## src/rtl/fam_regs.vh

```
`ifndef FAM_REGS_VH
`define FAM_REGS_VH

// Register byte addresses
`define FAM_A_LOW_TRIP      8'h00
`define FAM_A_HIGH_TRIP     8'h04
`define FAM_A_HYST          8'h08
`define FAM_A_FLOW_SETTLE   8'h0c
`define FAM_A_NOFLOW_RATIO  8'h10
`define FAM_A_NOFLOW_SETTLE 8'h14
`define FAM_A_CHOKE_RATIO   8'h18
`define FAM_A_CHOKE_SETTLE  8'h1c
`define FAM_A_SUPPLY_MIN    8'h20
`define FAM_A_SUPPLY_SETTLE 8'h24
`define FAM_A_REV_LIMIT     8'h28
`define FAM_A_REV_TIME      8'h2c
`define FAM_A_VALVE_MAX     8'h30
`define FAM_A_PAGE_COUNT    8'h34
`define FAM_A_ALARM         8'h40
`define FAM_A_ERROR         8'h44
`define FAM_A_WARNING       8'h48
`define FAM_A_PAGE_SEL      8'h4c

// Configuration register indices (byte address / 4)
`define FAM_I_LOW_TRIP      4'h0
`define FAM_I_HIGH_TRIP     4'h1
`define FAM_I_HYST          4'h2
`define FAM_I_FLOW_SETTLE   4'h3
`define FAM_I_NOFLOW_RATIO  4'h4
`define FAM_I_NOFLOW_SETTLE 4'h5
`define FAM_I_CHOKE_RATIO   4'h6
`define FAM_I_CHOKE_SETTLE  4'h7
`define FAM_I_SUPPLY_MIN    4'h8
`define FAM_I_SUPPLY_SETTLE 4'h9
`define FAM_I_REV_LIMIT     4'ha
`define FAM_I_REV_TIME      4'hb
`define FAM_I_VALVE_MAX     4'hc
`define FAM_I_PAGE_COUNT    4'hd
`define FAM_NUM_CFG         14
`define FAM_CFG_ADDR_TOP    8'h34

// Reset values of the configuration registers
`define FAM_RST_LOW_TRIP    16'h0000
`define FAM_RST_HIGH_TRIP   16'h7fff
`define FAM_RST_HYST        16'h0000
`define FAM_RST_SETTLE      16'h0000
`define FAM_RST_RATIO       16'h0000
`define FAM_RST_SUPPLY_MIN  16'h0000
`define FAM_RST_REV_LIMIT   16'h8000
`define FAM_RST_VALVE_MAX   16'hffff
`define FAM_RST_PAGE_COUNT  16'h0001

// Alarm word bit positions
`define FAM_AL_LOW_FLOW     0
`define FAM_AL_HIGH_FLOW    1
`define FAM_AL_NO_FLOW      2
`define FAM_AL_CHOKED       3
`define FAM_AL_BAD_PAGE     15
`define FAM_AL_BACKUP_MEM   23
`define FAM_AL_TEMP_FAIL    24
// Error word bit positions
`define FAM_ER_REVERSE      2
`define FAM_ER_INT_COMM     18
// Warning word bit position
`define FAM_WN_SUPPLY_LOW   27

// Valve open threshold: percent of maximum
`define FAM_VALVE_PCT       8'h46
`define FAM_PCT_FULL        8'h64
// Valve override selections
`define FAM_OVR_OFF         2'h1
`define FAM_OVR_PURGE       2'h2
// Ratio registers are fractions with this many bits
`define FAM_RATIO_FRAC      16

// Timebase of the settling counters
`define FAM_TICK_NS         1000000
`define FAM_CLK_NS          10

`endif

```

## src/rtl/fam_persist.v

```verilog
`timescale 1ns/1ps
// Persistence filter: flag flips only after its pending condition
// has held for more than limit ticks.
module fam_persist #(
  parameter CW = 16
) (
  input wire mclk,
  input wire srst,
  input wire ce,
  input wire tick,
  input wire inhibit,
  input wire set_cond,
  input wire clr_cond,
  input wire [CW-1:0] limit,
  output reg flag
);
  // Ticks the pending condition has held
  reg [CW-1:0] count;
  // Condition that would change the flag
  wire pending;

  assign pending = flag ? clr_cond : set_cond;

  // Count while pending, restart on lapse or inhibit
  always @(posedge mclk) begin
    if (srst) begin
      count <= {CW{1'b0}};
      flag <= 1'b0;
    end else if (ce) begin
      if (inhibit) begin
        // Held low while disabled
        count <= {CW{1'b0}};
        flag <= 1'b0;
      end else if (!pending) begin
        count <= {CW{1'b0}};
      end else if (tick) begin
        // limit+1 ticks means strictly longer than limit
        // At-or-above, so a smaller limit written mid-count is not missed
        if (count >= limit) begin
          flag <= ~flag;
          count <= {CW{1'b0}};
        end else begin
          count <= count + {{(CW-1){1'b0}}, 1'b1};
        end
      end
    end
  end
endmodule

```

## src/rtl/fam_page.v

```verilog
`timescale 1ns/1ps
// Process gas page selector with validity check
module fam_page #(
  parameter PW = 16
) (
  input wire mclk,
  input wire srst,
  input wire ce,
  input wire page_strobe,
  input wire [PW-1:0] page_id,
  input wire [PW-1:0] page_count,
  output reg [PW-1:0] page_sel,
  output reg page_bad
);
  // Valid identifiers lie below the page count
  wire id_ok;

  assign id_ok = (page_id < page_count);

  // Take a new page only when it is valid
  always @(posedge mclk) begin
    if (srst) begin
      page_sel <= {PW{1'b0}};
      page_bad <= 1'b0;
    end else if (ce && page_strobe) begin
      if (id_ok) begin
        page_sel <= page_id;
        page_bad <= 1'b0;
      end else begin
        // Old page stays selected
        page_bad <= 1'b1;
      end
    end
  end
endmodule

```

## src/rtl/fam_monitor.v

```verilog
`timescale 1ns/1ps
`include "fam_regs.vh"
module fam_monitor #(
  parameter DW = 16,
  // Clock cycles per settling-time tick (1 ms at 100 MHz)
  parameter TICK_CYCLES = `FAM_TICK_NS / `FAM_CLK_NS
) (
  input wire mclk,
  input wire srst,
  input wire ce,
  // Register port
  input wire [7:0] reg_addr,
  input wire [31:0] reg_wdata,
  input wire reg_wr,
  input wire reg_rd,
  output reg [31:0] reg_rdata,
  // Measurement and control inputs
  input wire [DW-1:0] flow,
  input wire flow_valid,
  input wire [DW-1:0] setpoint,
  input wire [DW-1:0] valve_pos,
  input wire [DW-1:0] supply_v,
  input wire [1:0] valve_override,
  input wire zeroing,
  input wire dev_alarms,
  input wire executing,
  input wire nv_write_fail,
  input wire temp_sens_ok,
  input wire comm_fault,
  input wire page_strobe,
  input wire [DW-1:0] page_id,
  // Status outputs
  output wire [31:0] alarm_status_word,
  output wire [31:0] error_status_word,
  output wire [31:0] warning_word,
  output reg backup_storage_in_use,
  output wire [DW-1:0] page_sel
);
  // Configuration registers
  reg [DW-1:0] cfg [0:`FAM_NUM_CFG-1];
  // Tick prescaler
  reg [31:0] pre_cnt;
  reg tick;
  // Sticky error latches
  reg reverse_rate_error;
  reg int_comm_error;
  // Filter outputs
  wire low_flag;
  wire high_flag;
  wire noflow_flag;
  wire choke_flag;
  wire supply_flag;
  wire reverse_flag;
  wire page_bad;
  // Named views of configuration
  wire [DW-1:0] rate_low_trip;
  wire [DW-1:0] rate_high_trip;
  wire [DW-1:0] hyst;
  wire [DW-1:0] reverse_rate_limit;
  wire [DW-1:0] reverse_persist_time;
  wire [DW-1:0] valve_max;
  // Comparison results
  wire signed [DW:0] flow_s;
  wire signed [DW:0] low_clr_lvl;
  wire signed [DW:0] high_clr_lvl;
  wire [2*DW-1:0] noflow_prod;
  wire [2*DW-1:0] choke_prod;
  wire [DW-1:0] noflow_lvl;
  wire [DW-1:0] choke_lvl;
  wire [DW+7:0] valve_scaled;
  wire [DW+7:0] valve_thresh;
  wire valve_open;
  wire valve_shut;
  wire noflow_below;
  wire noflow_above;
  wire choke_below;
  wire choke_above;
  wire ratio_inhibit;
  wire reverse_inhibit;
  wire cfg_hit;
  wire [3:0] cfg_idx;

  assign rate_low_trip = cfg[`FAM_I_LOW_TRIP];
  assign rate_high_trip = cfg[`FAM_I_HIGH_TRIP];
  assign hyst = cfg[`FAM_I_HYST];
  assign reverse_rate_limit = cfg[`FAM_I_REV_LIMIT];
  assign reverse_persist_time = cfg[`FAM_I_REV_TIME];
  assign valve_max = cfg[`FAM_I_VALVE_MAX];

  // Address decode for configuration space
  // Writes above the top index are dropped; the read-only words take no writes
  assign cfg_idx = reg_addr[5:2];
  assign cfg_hit = (reg_addr[1:0] == 2'h0) && (reg_addr <= `FAM_CFG_ADDR_TOP);

  // Reset value per configuration index
  function [DW-1:0] cfg_reset;
    input [3:0] idx;
    begin
      case (idx)
        `FAM_I_LOW_TRIP: cfg_reset = `FAM_RST_LOW_TRIP;
        `FAM_I_HIGH_TRIP: cfg_reset = `FAM_RST_HIGH_TRIP;
        `FAM_I_HYST: cfg_reset = `FAM_RST_HYST;
        `FAM_I_NOFLOW_RATIO: cfg_reset = `FAM_RST_RATIO;
        `FAM_I_CHOKE_RATIO: cfg_reset = `FAM_RST_RATIO;
        `FAM_I_SUPPLY_MIN: cfg_reset = `FAM_RST_SUPPLY_MIN;
        `FAM_I_REV_LIMIT: cfg_reset = `FAM_RST_REV_LIMIT;
        `FAM_I_VALVE_MAX: cfg_reset = `FAM_RST_VALVE_MAX;
        `FAM_I_PAGE_COUNT: cfg_reset = `FAM_RST_PAGE_COUNT;
        default: cfg_reset = `FAM_RST_SETTLE;
      endcase
    end
  endfunction

  // One write port per configuration word
  genvar gi;
  generate
    for (gi = 0; gi < `FAM_NUM_CFG; gi = gi + 1) begin : g_cfg
      // Index of this word at the width of the address field
      localparam [3:0] IDX = gi;
      always @(posedge mclk) begin
        if (srst) begin
          cfg[gi] <= cfg_reset(IDX);
        end else if (ce && reg_wr && cfg_hit && (cfg_idx == IDX)) begin
          // Upper bus bits are dropped
          cfg[gi] <= reg_wdata[DW-1:0];
        end
      end
    end
  endgenerate

  // Read data the cycle after the strobe; unmapped reads zero
  always @(posedge mclk) begin
    if (srst) begin
      reg_rdata <= 32'h00000000;
    end else if (ce) begin
      if (!reg_rd) begin
        // Data stands only in the cycle after the strobe
        reg_rdata <= 32'h00000000;
      end else if (cfg_hit) begin
        reg_rdata <= {{(32-DW){1'b0}}, cfg[cfg_idx]};
      end else begin
        case (reg_addr)
          `FAM_A_ALARM: reg_rdata <= alarm_status_word;
          `FAM_A_ERROR: reg_rdata <= error_status_word;
          `FAM_A_WARNING: reg_rdata <= warning_word;
          `FAM_A_PAGE_SEL: reg_rdata <= {{(32-DW){1'b0}}, page_sel};
          default: reg_rdata <= 32'h00000000;
        endcase
      end
    end
  end

  // Settling timebase; a free tick makes timing granular to one tick
  // Limitation: the first tick lands a full period after reset
  always @(posedge mclk) begin
    if (srst) begin
      pre_cnt <= 32'h00000000;
      tick <= 1'b0;
    end else if (ce) begin
      if (pre_cnt == TICK_CYCLES - 1) begin
        pre_cnt <= 32'h00000000;
        tick <= 1'b1;
      end else begin
        pre_cnt <= pre_cnt + 32'h00000001;
        tick <= 1'b0;
      end
    end
  end

  // Flow is signed; sums widened to avoid wrap at the ends of range
  assign flow_s = {flow[DW-1], flow};
  assign low_clr_lvl = {rate_low_trip[DW-1], rate_low_trip} + {hyst[DW-1], hyst};
  assign high_clr_lvl = {rate_high_trip[DW-1], rate_high_trip} - {hyst[DW-1], hyst};

  // Ratio times setpoint, ratio as an unsigned fraction
  assign noflow_prod = cfg[`FAM_I_NOFLOW_RATIO] * setpoint;
  assign choke_prod = cfg[`FAM_I_CHOKE_RATIO] * setpoint;
  assign noflow_lvl = noflow_prod[2*DW-1:`FAM_RATIO_FRAC];
  assign choke_lvl = choke_prod[2*DW-1:`FAM_RATIO_FRAC];
  // Negative flow always counts as below a ratio level
  assign noflow_below = flow[DW-1] | ({1'b0, flow[DW-2:0]} < noflow_lvl);
  assign noflow_above = !flow[DW-1] && (flow > noflow_lvl);
  assign choke_below = flow[DW-1] | ({1'b0, flow[DW-2:0]} < choke_lvl);
  assign choke_above = !flow[DW-1] && (flow > choke_lvl);

  // Valve against 70% of maximum, by cross-multiplying
  assign valve_scaled = valve_pos * `FAM_PCT_FULL;
  assign valve_thresh = valve_max * `FAM_VALVE_PCT;
  assign valve_open = valve_scaled > valve_thresh;
  assign valve_shut = valve_scaled < valve_thresh;

  // Ratio diagnostics disabled conditions
  assign ratio_inhibit = !flow_valid || (setpoint == {DW{1'b0}}) || (valve_override == `FAM_OVR_OFF);
  // Reverse diagnostic disabled conditions
  assign reverse_inhibit = (valve_override == `FAM_OVR_PURGE) || zeroing || dev_alarms || !executing;

  // Low flow alarm
  fam_persist #(.CW(DW)) u_low (
    .mclk(mclk),
    .srst(srst),
    .ce(ce),
    .tick(tick),
    .inhibit(!flow_valid),
    .set_cond(flow_s < $signed({rate_low_trip[DW-1], rate_low_trip})),
    .clr_cond(flow_s > low_clr_lvl),
    .limit(cfg[`FAM_I_FLOW_SETTLE]),
    .flag(low_flag)
  );

  // High flow alarm
  fam_persist #(.CW(DW)) u_high (
    .mclk(mclk),
    .srst(srst),
    .ce(ce),
    .tick(tick),
    .inhibit(!flow_valid),
    .set_cond(flow_s > $signed({rate_high_trip[DW-1], rate_high_trip})),
    .clr_cond(flow_s < high_clr_lvl),
    .limit(cfg[`FAM_I_FLOW_SETTLE]),
    .flag(high_flag)
  );

  // No flow alarm
  fam_persist #(.CW(DW)) u_noflow (
    .mclk(mclk),
    .srst(srst),
    .ce(ce),
    .tick(tick),
    .inhibit(ratio_inhibit),
    .set_cond(noflow_below && valve_open),
    .clr_cond(noflow_above || valve_shut),
    .limit(cfg[`FAM_I_NOFLOW_SETTLE]),
    .flag(noflow_flag)
  );

  // Choked flow alarm
  fam_persist #(.CW(DW)) u_choke (
    .mclk(mclk),
    .srst(srst),
    .ce(ce),
    .tick(tick),
    .inhibit(ratio_inhibit),
    .set_cond(choke_below && valve_open),
    .clr_cond(choke_above || valve_shut),
    .limit(cfg[`FAM_I_CHOKE_SETTLE]),
    .flag(choke_flag)
  );

  // Supply low warning
  fam_persist #(.CW(DW)) u_supply (
    .mclk(mclk),
    .srst(srst),
    .ce(ce),
    .tick(tick),
    .inhibit(1'b0),
    .set_cond(supply_v < cfg[`FAM_I_SUPPLY_MIN]),
    .clr_cond(supply_v > cfg[`FAM_I_SUPPLY_MIN]),
    .limit(cfg[`FAM_I_SUPPLY_SETTLE]),
    .flag(supply_flag)
  );

  // Reverse flow detector; clears only under reverse_inhibit, latched below
  fam_persist #(.CW(DW)) u_reverse (
    .mclk(mclk),
    .srst(srst),
    .ce(ce),
    .tick(tick),
    .inhibit(reverse_inhibit),
    .set_cond(flow_s < $signed({reverse_rate_limit[DW-1], reverse_rate_limit})),
    .clr_cond(1'b0),
    .limit(reverse_persist_time),
    .flag(reverse_flag)
  );

  // Gas page selection
  fam_page #(.PW(DW)) u_page (
    .mclk(mclk),
    .srst(srst),
    .ce(ce),
    .page_strobe(page_strobe),
    .page_id(page_id),
    .page_count(cfg[`FAM_I_PAGE_COUNT]),
    .page_sel(page_sel),
    .page_bad(page_bad)
  );

  // Sticky latches: only reset clears them
  // No software clear exists, so a set can never be lost to one
  always @(posedge mclk) begin
    if (srst) begin
      reverse_rate_error <= 1'b0;
      int_comm_error <= 1'b0;
      backup_storage_in_use <= 1'b0;
    end else if (ce) begin
      if (reverse_flag) begin
        reverse_rate_error <= 1'b1;
      end
      if (comm_fault && flow_valid) begin
        // Link fault checked only with valid flow
        int_comm_error <= 1'b1;
      end
      if (nv_write_fail) begin
        // Switch to backup storage for good
        backup_storage_in_use <= 1'b1;
      end
    end
  end

  // Status words assembled from flag flip-flops
  // Bit 24 is combinational, so a sensor fault shows at once
  assign alarm_status_word = (32'h00000001 << `FAM_AL_LOW_FLOW) & {32{low_flag}}
    | (32'h00000001 << `FAM_AL_HIGH_FLOW) & {32{high_flag}}
    | (32'h00000001 << `FAM_AL_NO_FLOW) & {32{noflow_flag}}
    | (32'h00000001 << `FAM_AL_CHOKED) & {32{choke_flag}}
    | (32'h00000001 << `FAM_AL_BAD_PAGE) & {32{page_bad}}
    | (32'h00000001 << `FAM_AL_BACKUP_MEM) & {32{backup_storage_in_use}}
    | (32'h00000001 << `FAM_AL_TEMP_FAIL) & {32{!temp_sens_ok}};
  assign error_status_word = (32'h00000001 << `FAM_ER_REVERSE) & {32{reverse_rate_error}}
    | (32'h00000001 << `FAM_ER_INT_COMM) & {32{int_comm_error}};
  assign warning_word = (32'h00000001 << `FAM_WN_SUPPLY_LOW) & {32{supply_flag}};
endmodule

```

## config.mk

```make
export PLATFORM = sky130hd
export DESIGN_NAME = fam_monitor
export DESIGN_NICKNAME = d
export VERILOG_FILES = /design/src/rtl/fam_persist.v /design/src/rtl/fam_page.v /design/src/rtl/fam_monitor.v
export VERILOG_INCLUDE_DIRS = /design/src /design/src/rtl
export SDC_FILE = /design/constraint.sdc
export NUM_CORES = 2
export LEC_CHECK = 0
export BUFFER_PORTS_ARGS = -buffer_cell sky130_fd_sc_hd__buf_2
export CAP_MARGIN = 20
export CORE_MARGIN = 2
export CORE_UTILIZATION = 35
export DETAILED_ROUTE_END_ITERATION = 7
export PLACE_DENSITY = 0.61
export SLEW_MARGIN = 40
export SYNTH_ARGS = -nofsm -noshare
export SYNTH_HDL_FRONTEND = slang
export SYNTH_SLANG_ARGS = --single-unit
```

## constraint.sdc

```tcl
create_clock -name mclk -period 14.8 [get_ports mclk]
set_input_delay 0.74 -clock mclk [delete_from_list [all_inputs] [get_ports mclk]]
set_output_delay 0.74 -clock mclk [all_outputs]
set_load 0.01 [all_outputs]
```

==> flow_summary.toml <==
[floorplanning]
die_area_um2 = 133000
die_height_um = 365
die_w_um = 365
start_util_pct = 35.2
rows = 132
core_area_um2 = 129000
boundaryPins = 280

[clock_network]
clock_sinks = 399
cts_repair_resize_count = 0
clock_buffers_created_by_tritoncts = 44
cts_tree = "yes"
clk-insertion-delay-late_ps = 590
max-clock-path-buffers = 3
clkSlewWorstSetupHoldPaths_ps = 60
ctsRootBufferMaster = "clkbuf_16"
ctsHtreeMaxLevel = 2
postCtsSetupRepairBufs = 0
holdBufCountCts = 0

[logic_synthesis]
avgSynthCellArea_um2 = 9.32
async_flop_share_pct = 0
synth_area_um2 = 45600
postSynthCellCount = 4896
synth_edf_count = 224
synthesized_flop_and_latch_total = 399
yosys_most_used_dff = "edfxtp_1"
yosysSeqAreaShare_pct = 22.4
yosys.cell_types.count = 85
synth-warning-count = 0

[sta]
setup_violations = 0
finalHoldViolations = 0
final_setup_tns_ps = 0
final_min_period_over_clock_period_pct = 64.1
finalWorstPathRequiredPeriod_ps = 9480
slew_worst_pin_ps = 917
rsz0062_at_grt = "no"
report.final.slew_viol_count = 0
slew_headroom_pct = 38.4
fmaxAchievable_mhz = 105
timing.clock.skew_ps = 43.2

[global_routing]
first_global_vias = 34600
grt_start_max_net_pins = 60
grt_antenna_before_repair = 22
grt_pass1_wl_um = 201000
gr-usage-all-layers_pct = 19.5
overflow_left_after_global_routing = 0

[drt]
drcViolationCount = 0
drt-pass1-iter-count = 6
vias = 34400
post_drt_via_cell_ratio = 5.10
dr.first_iter.drc_count = 2522
drt-total-wl_um = 128000
drt.antenna.violating_nets = 0
detail_route.wl_per_cell_um = 19.0

[place]
placement.io_buffers = 165
dpl.hpwl_um = 98900
finalWeightedCongestion = 0.891

[final_layout]
layout.cells.most_common_list = "inv_1 (811), ha_1 (599), and2_1 (426)"
layout-area-overhead-vs-synth_pct = 8.44
finish.net_count = 6110
drive_gt1_share_pct = 8.60
regMostFlops = "cfg"
layout_top_registers = "cfg x224, pre_cnt x32, reg_rdata x20"
most_common_library_cell_in_the_layout_ignoring_fill_and_taps = "inv_1"
largest_register_ffs = 224

[pwr]
power_density_relative_to_cell_area_nw_per_um2 = 159
design_power_total_mw = 7.88
total_leakage_power_nw = 23.7
power.ir.vdd_worst_v = 0.000220

[worst_setup_path]
crit_path_max_fanout = 13
cpMostUsedCell = "fa_1"
crit_required_ps = 15310
start_kind = "register"
crit_type = "register to register"
end_kind = "register"
crit_slowest_cell = "edfxtp_1"
critPathMaxStageDelay_ps = 750
critical_path_arrival_ps = 9990

[run_status]
outcome = "finished clean"

[flow_run]
cap_viol_max_count = 0

[worst_hold_path]
hold_path.class = "input port to register"
-- worst paths after layout --
kind | slack [ps] | start | to | cells after the start
setup / recovery | 5320 | cfg[4][5] | u_noflow.count[2] | 38
hold / removal | 400 | nv_write_fail | backup_storage_in_use | 3
setup reg to reg | 5320 | cfg[4][5] | u_noflow.count[2] | 38
hold reg to reg | 460 | reg_rdata[27] | reg_rdata[27] | 2
-- power by group --
part           internal, mW  leakage, nW  switching, mW
Sequential             1.21         3.56         0.0538
Clock                 0.655        0.726          0.478
Combinational          2.27         19.4           3.21
-- cell families after synthesis --
group	Yosys count	share of synthesized area, %
xor+xnor	154	2.96
fa+ha+maj	1010	34.4
other cells	1	0.00822
flops	399	22.4
simple gates	1513	17.1
buf+inv	1104	10.0
compound gates	613	8.99
mux	102	4.04
-- routing by layer --
layer,wire [um],GRT usage [%],vias to the layer above,share of wire (%)
met5,93,0,-,0.072
met4,4140,5.90,14,3.2
met3,10900,4.10,210,8.5
met2,58600,31.4,1069,46
met1,54800,26.1,17000,43
li1,-,-,16100,-
-- stage by stage --
stage	hold WS, ps	area [um^2]	worst slack [ps]	utilization [%]	std cells
floorplan	452	46000	6260	-	4993
finish	399	49500	5320	38.2	6751
CTS	377	49400	5330	38.1	6734
global route	413	49500	4720	38.2	6742
detailed placement	457	47900	4960	37.0	6654
global placement	453	47800	4670	36.9	6647
-- critical path: cells and delay by family (launching register included) --
kind	cells	cell delay, ps
flip-flops	1	750
multiplexers	1	160
AND/OR/NAND/NOR	4	760
adder cells (fa/ha/maj)	8	3570
XOR/XNOR	1	190
AO/OA/AOI/OAI	16	2920
buffers and inverters	8	1020
-- cell usage after synthesis (all sizes together) (11+ instances only) --
cell type | count | area (um^2)
nand2b | 54 | 338
mux4 | 64 | 1440
and2 | 427 | 2670
mux2 | 18 | 203
or2 | 11 | 68.8
edfxtp | 224 | 6730
nand4 | 51 | 319
nor2b | 41 | 257
a211oi | 18 | 145
o21a | 32 | 240
nor3 | 56 | 280
nor4 | 30 | 203
o2111ai | 12 | 105
fa | 411 | 8230
nand3 | 95 | 475
nand2 | 406 | 1520
o31ai | 12 | 118
nor2 | 219 | 830
a22o | 13 | 114
dfxtp | 175 | 3500
xnor2 | 70 | 613
clkbuf | 165 | 619
xor2 | 84 | 736
o21bai | 15 | 113
a21o | 101 | 758
and3 | 53 | 332
mux2i | 20 | 200
a22oi | 20 | 150
o211ai | 14 | 105
or3 | 31 | 194
a21oi | 149 | 749
inv | 811 | 3040
ha | 599 | 7490
o21ai | 137 | 693
buf | 128 | 912
-- cell type report --
type | instances | area [um^2]
multi-input cells | 3490 | 31300
inverters | 811 | 3040
diodes | 10 | 25.0
clock buffers | 56 | 1220
repair buffers | 219 | 1280
flip-flops and latches | 399 | 10200
well taps | 1742 | 2180
clock inverters | 24 | 234
fillers | 13000 | 80000
No activity file was read; power rests on OpenSTA's default activity.
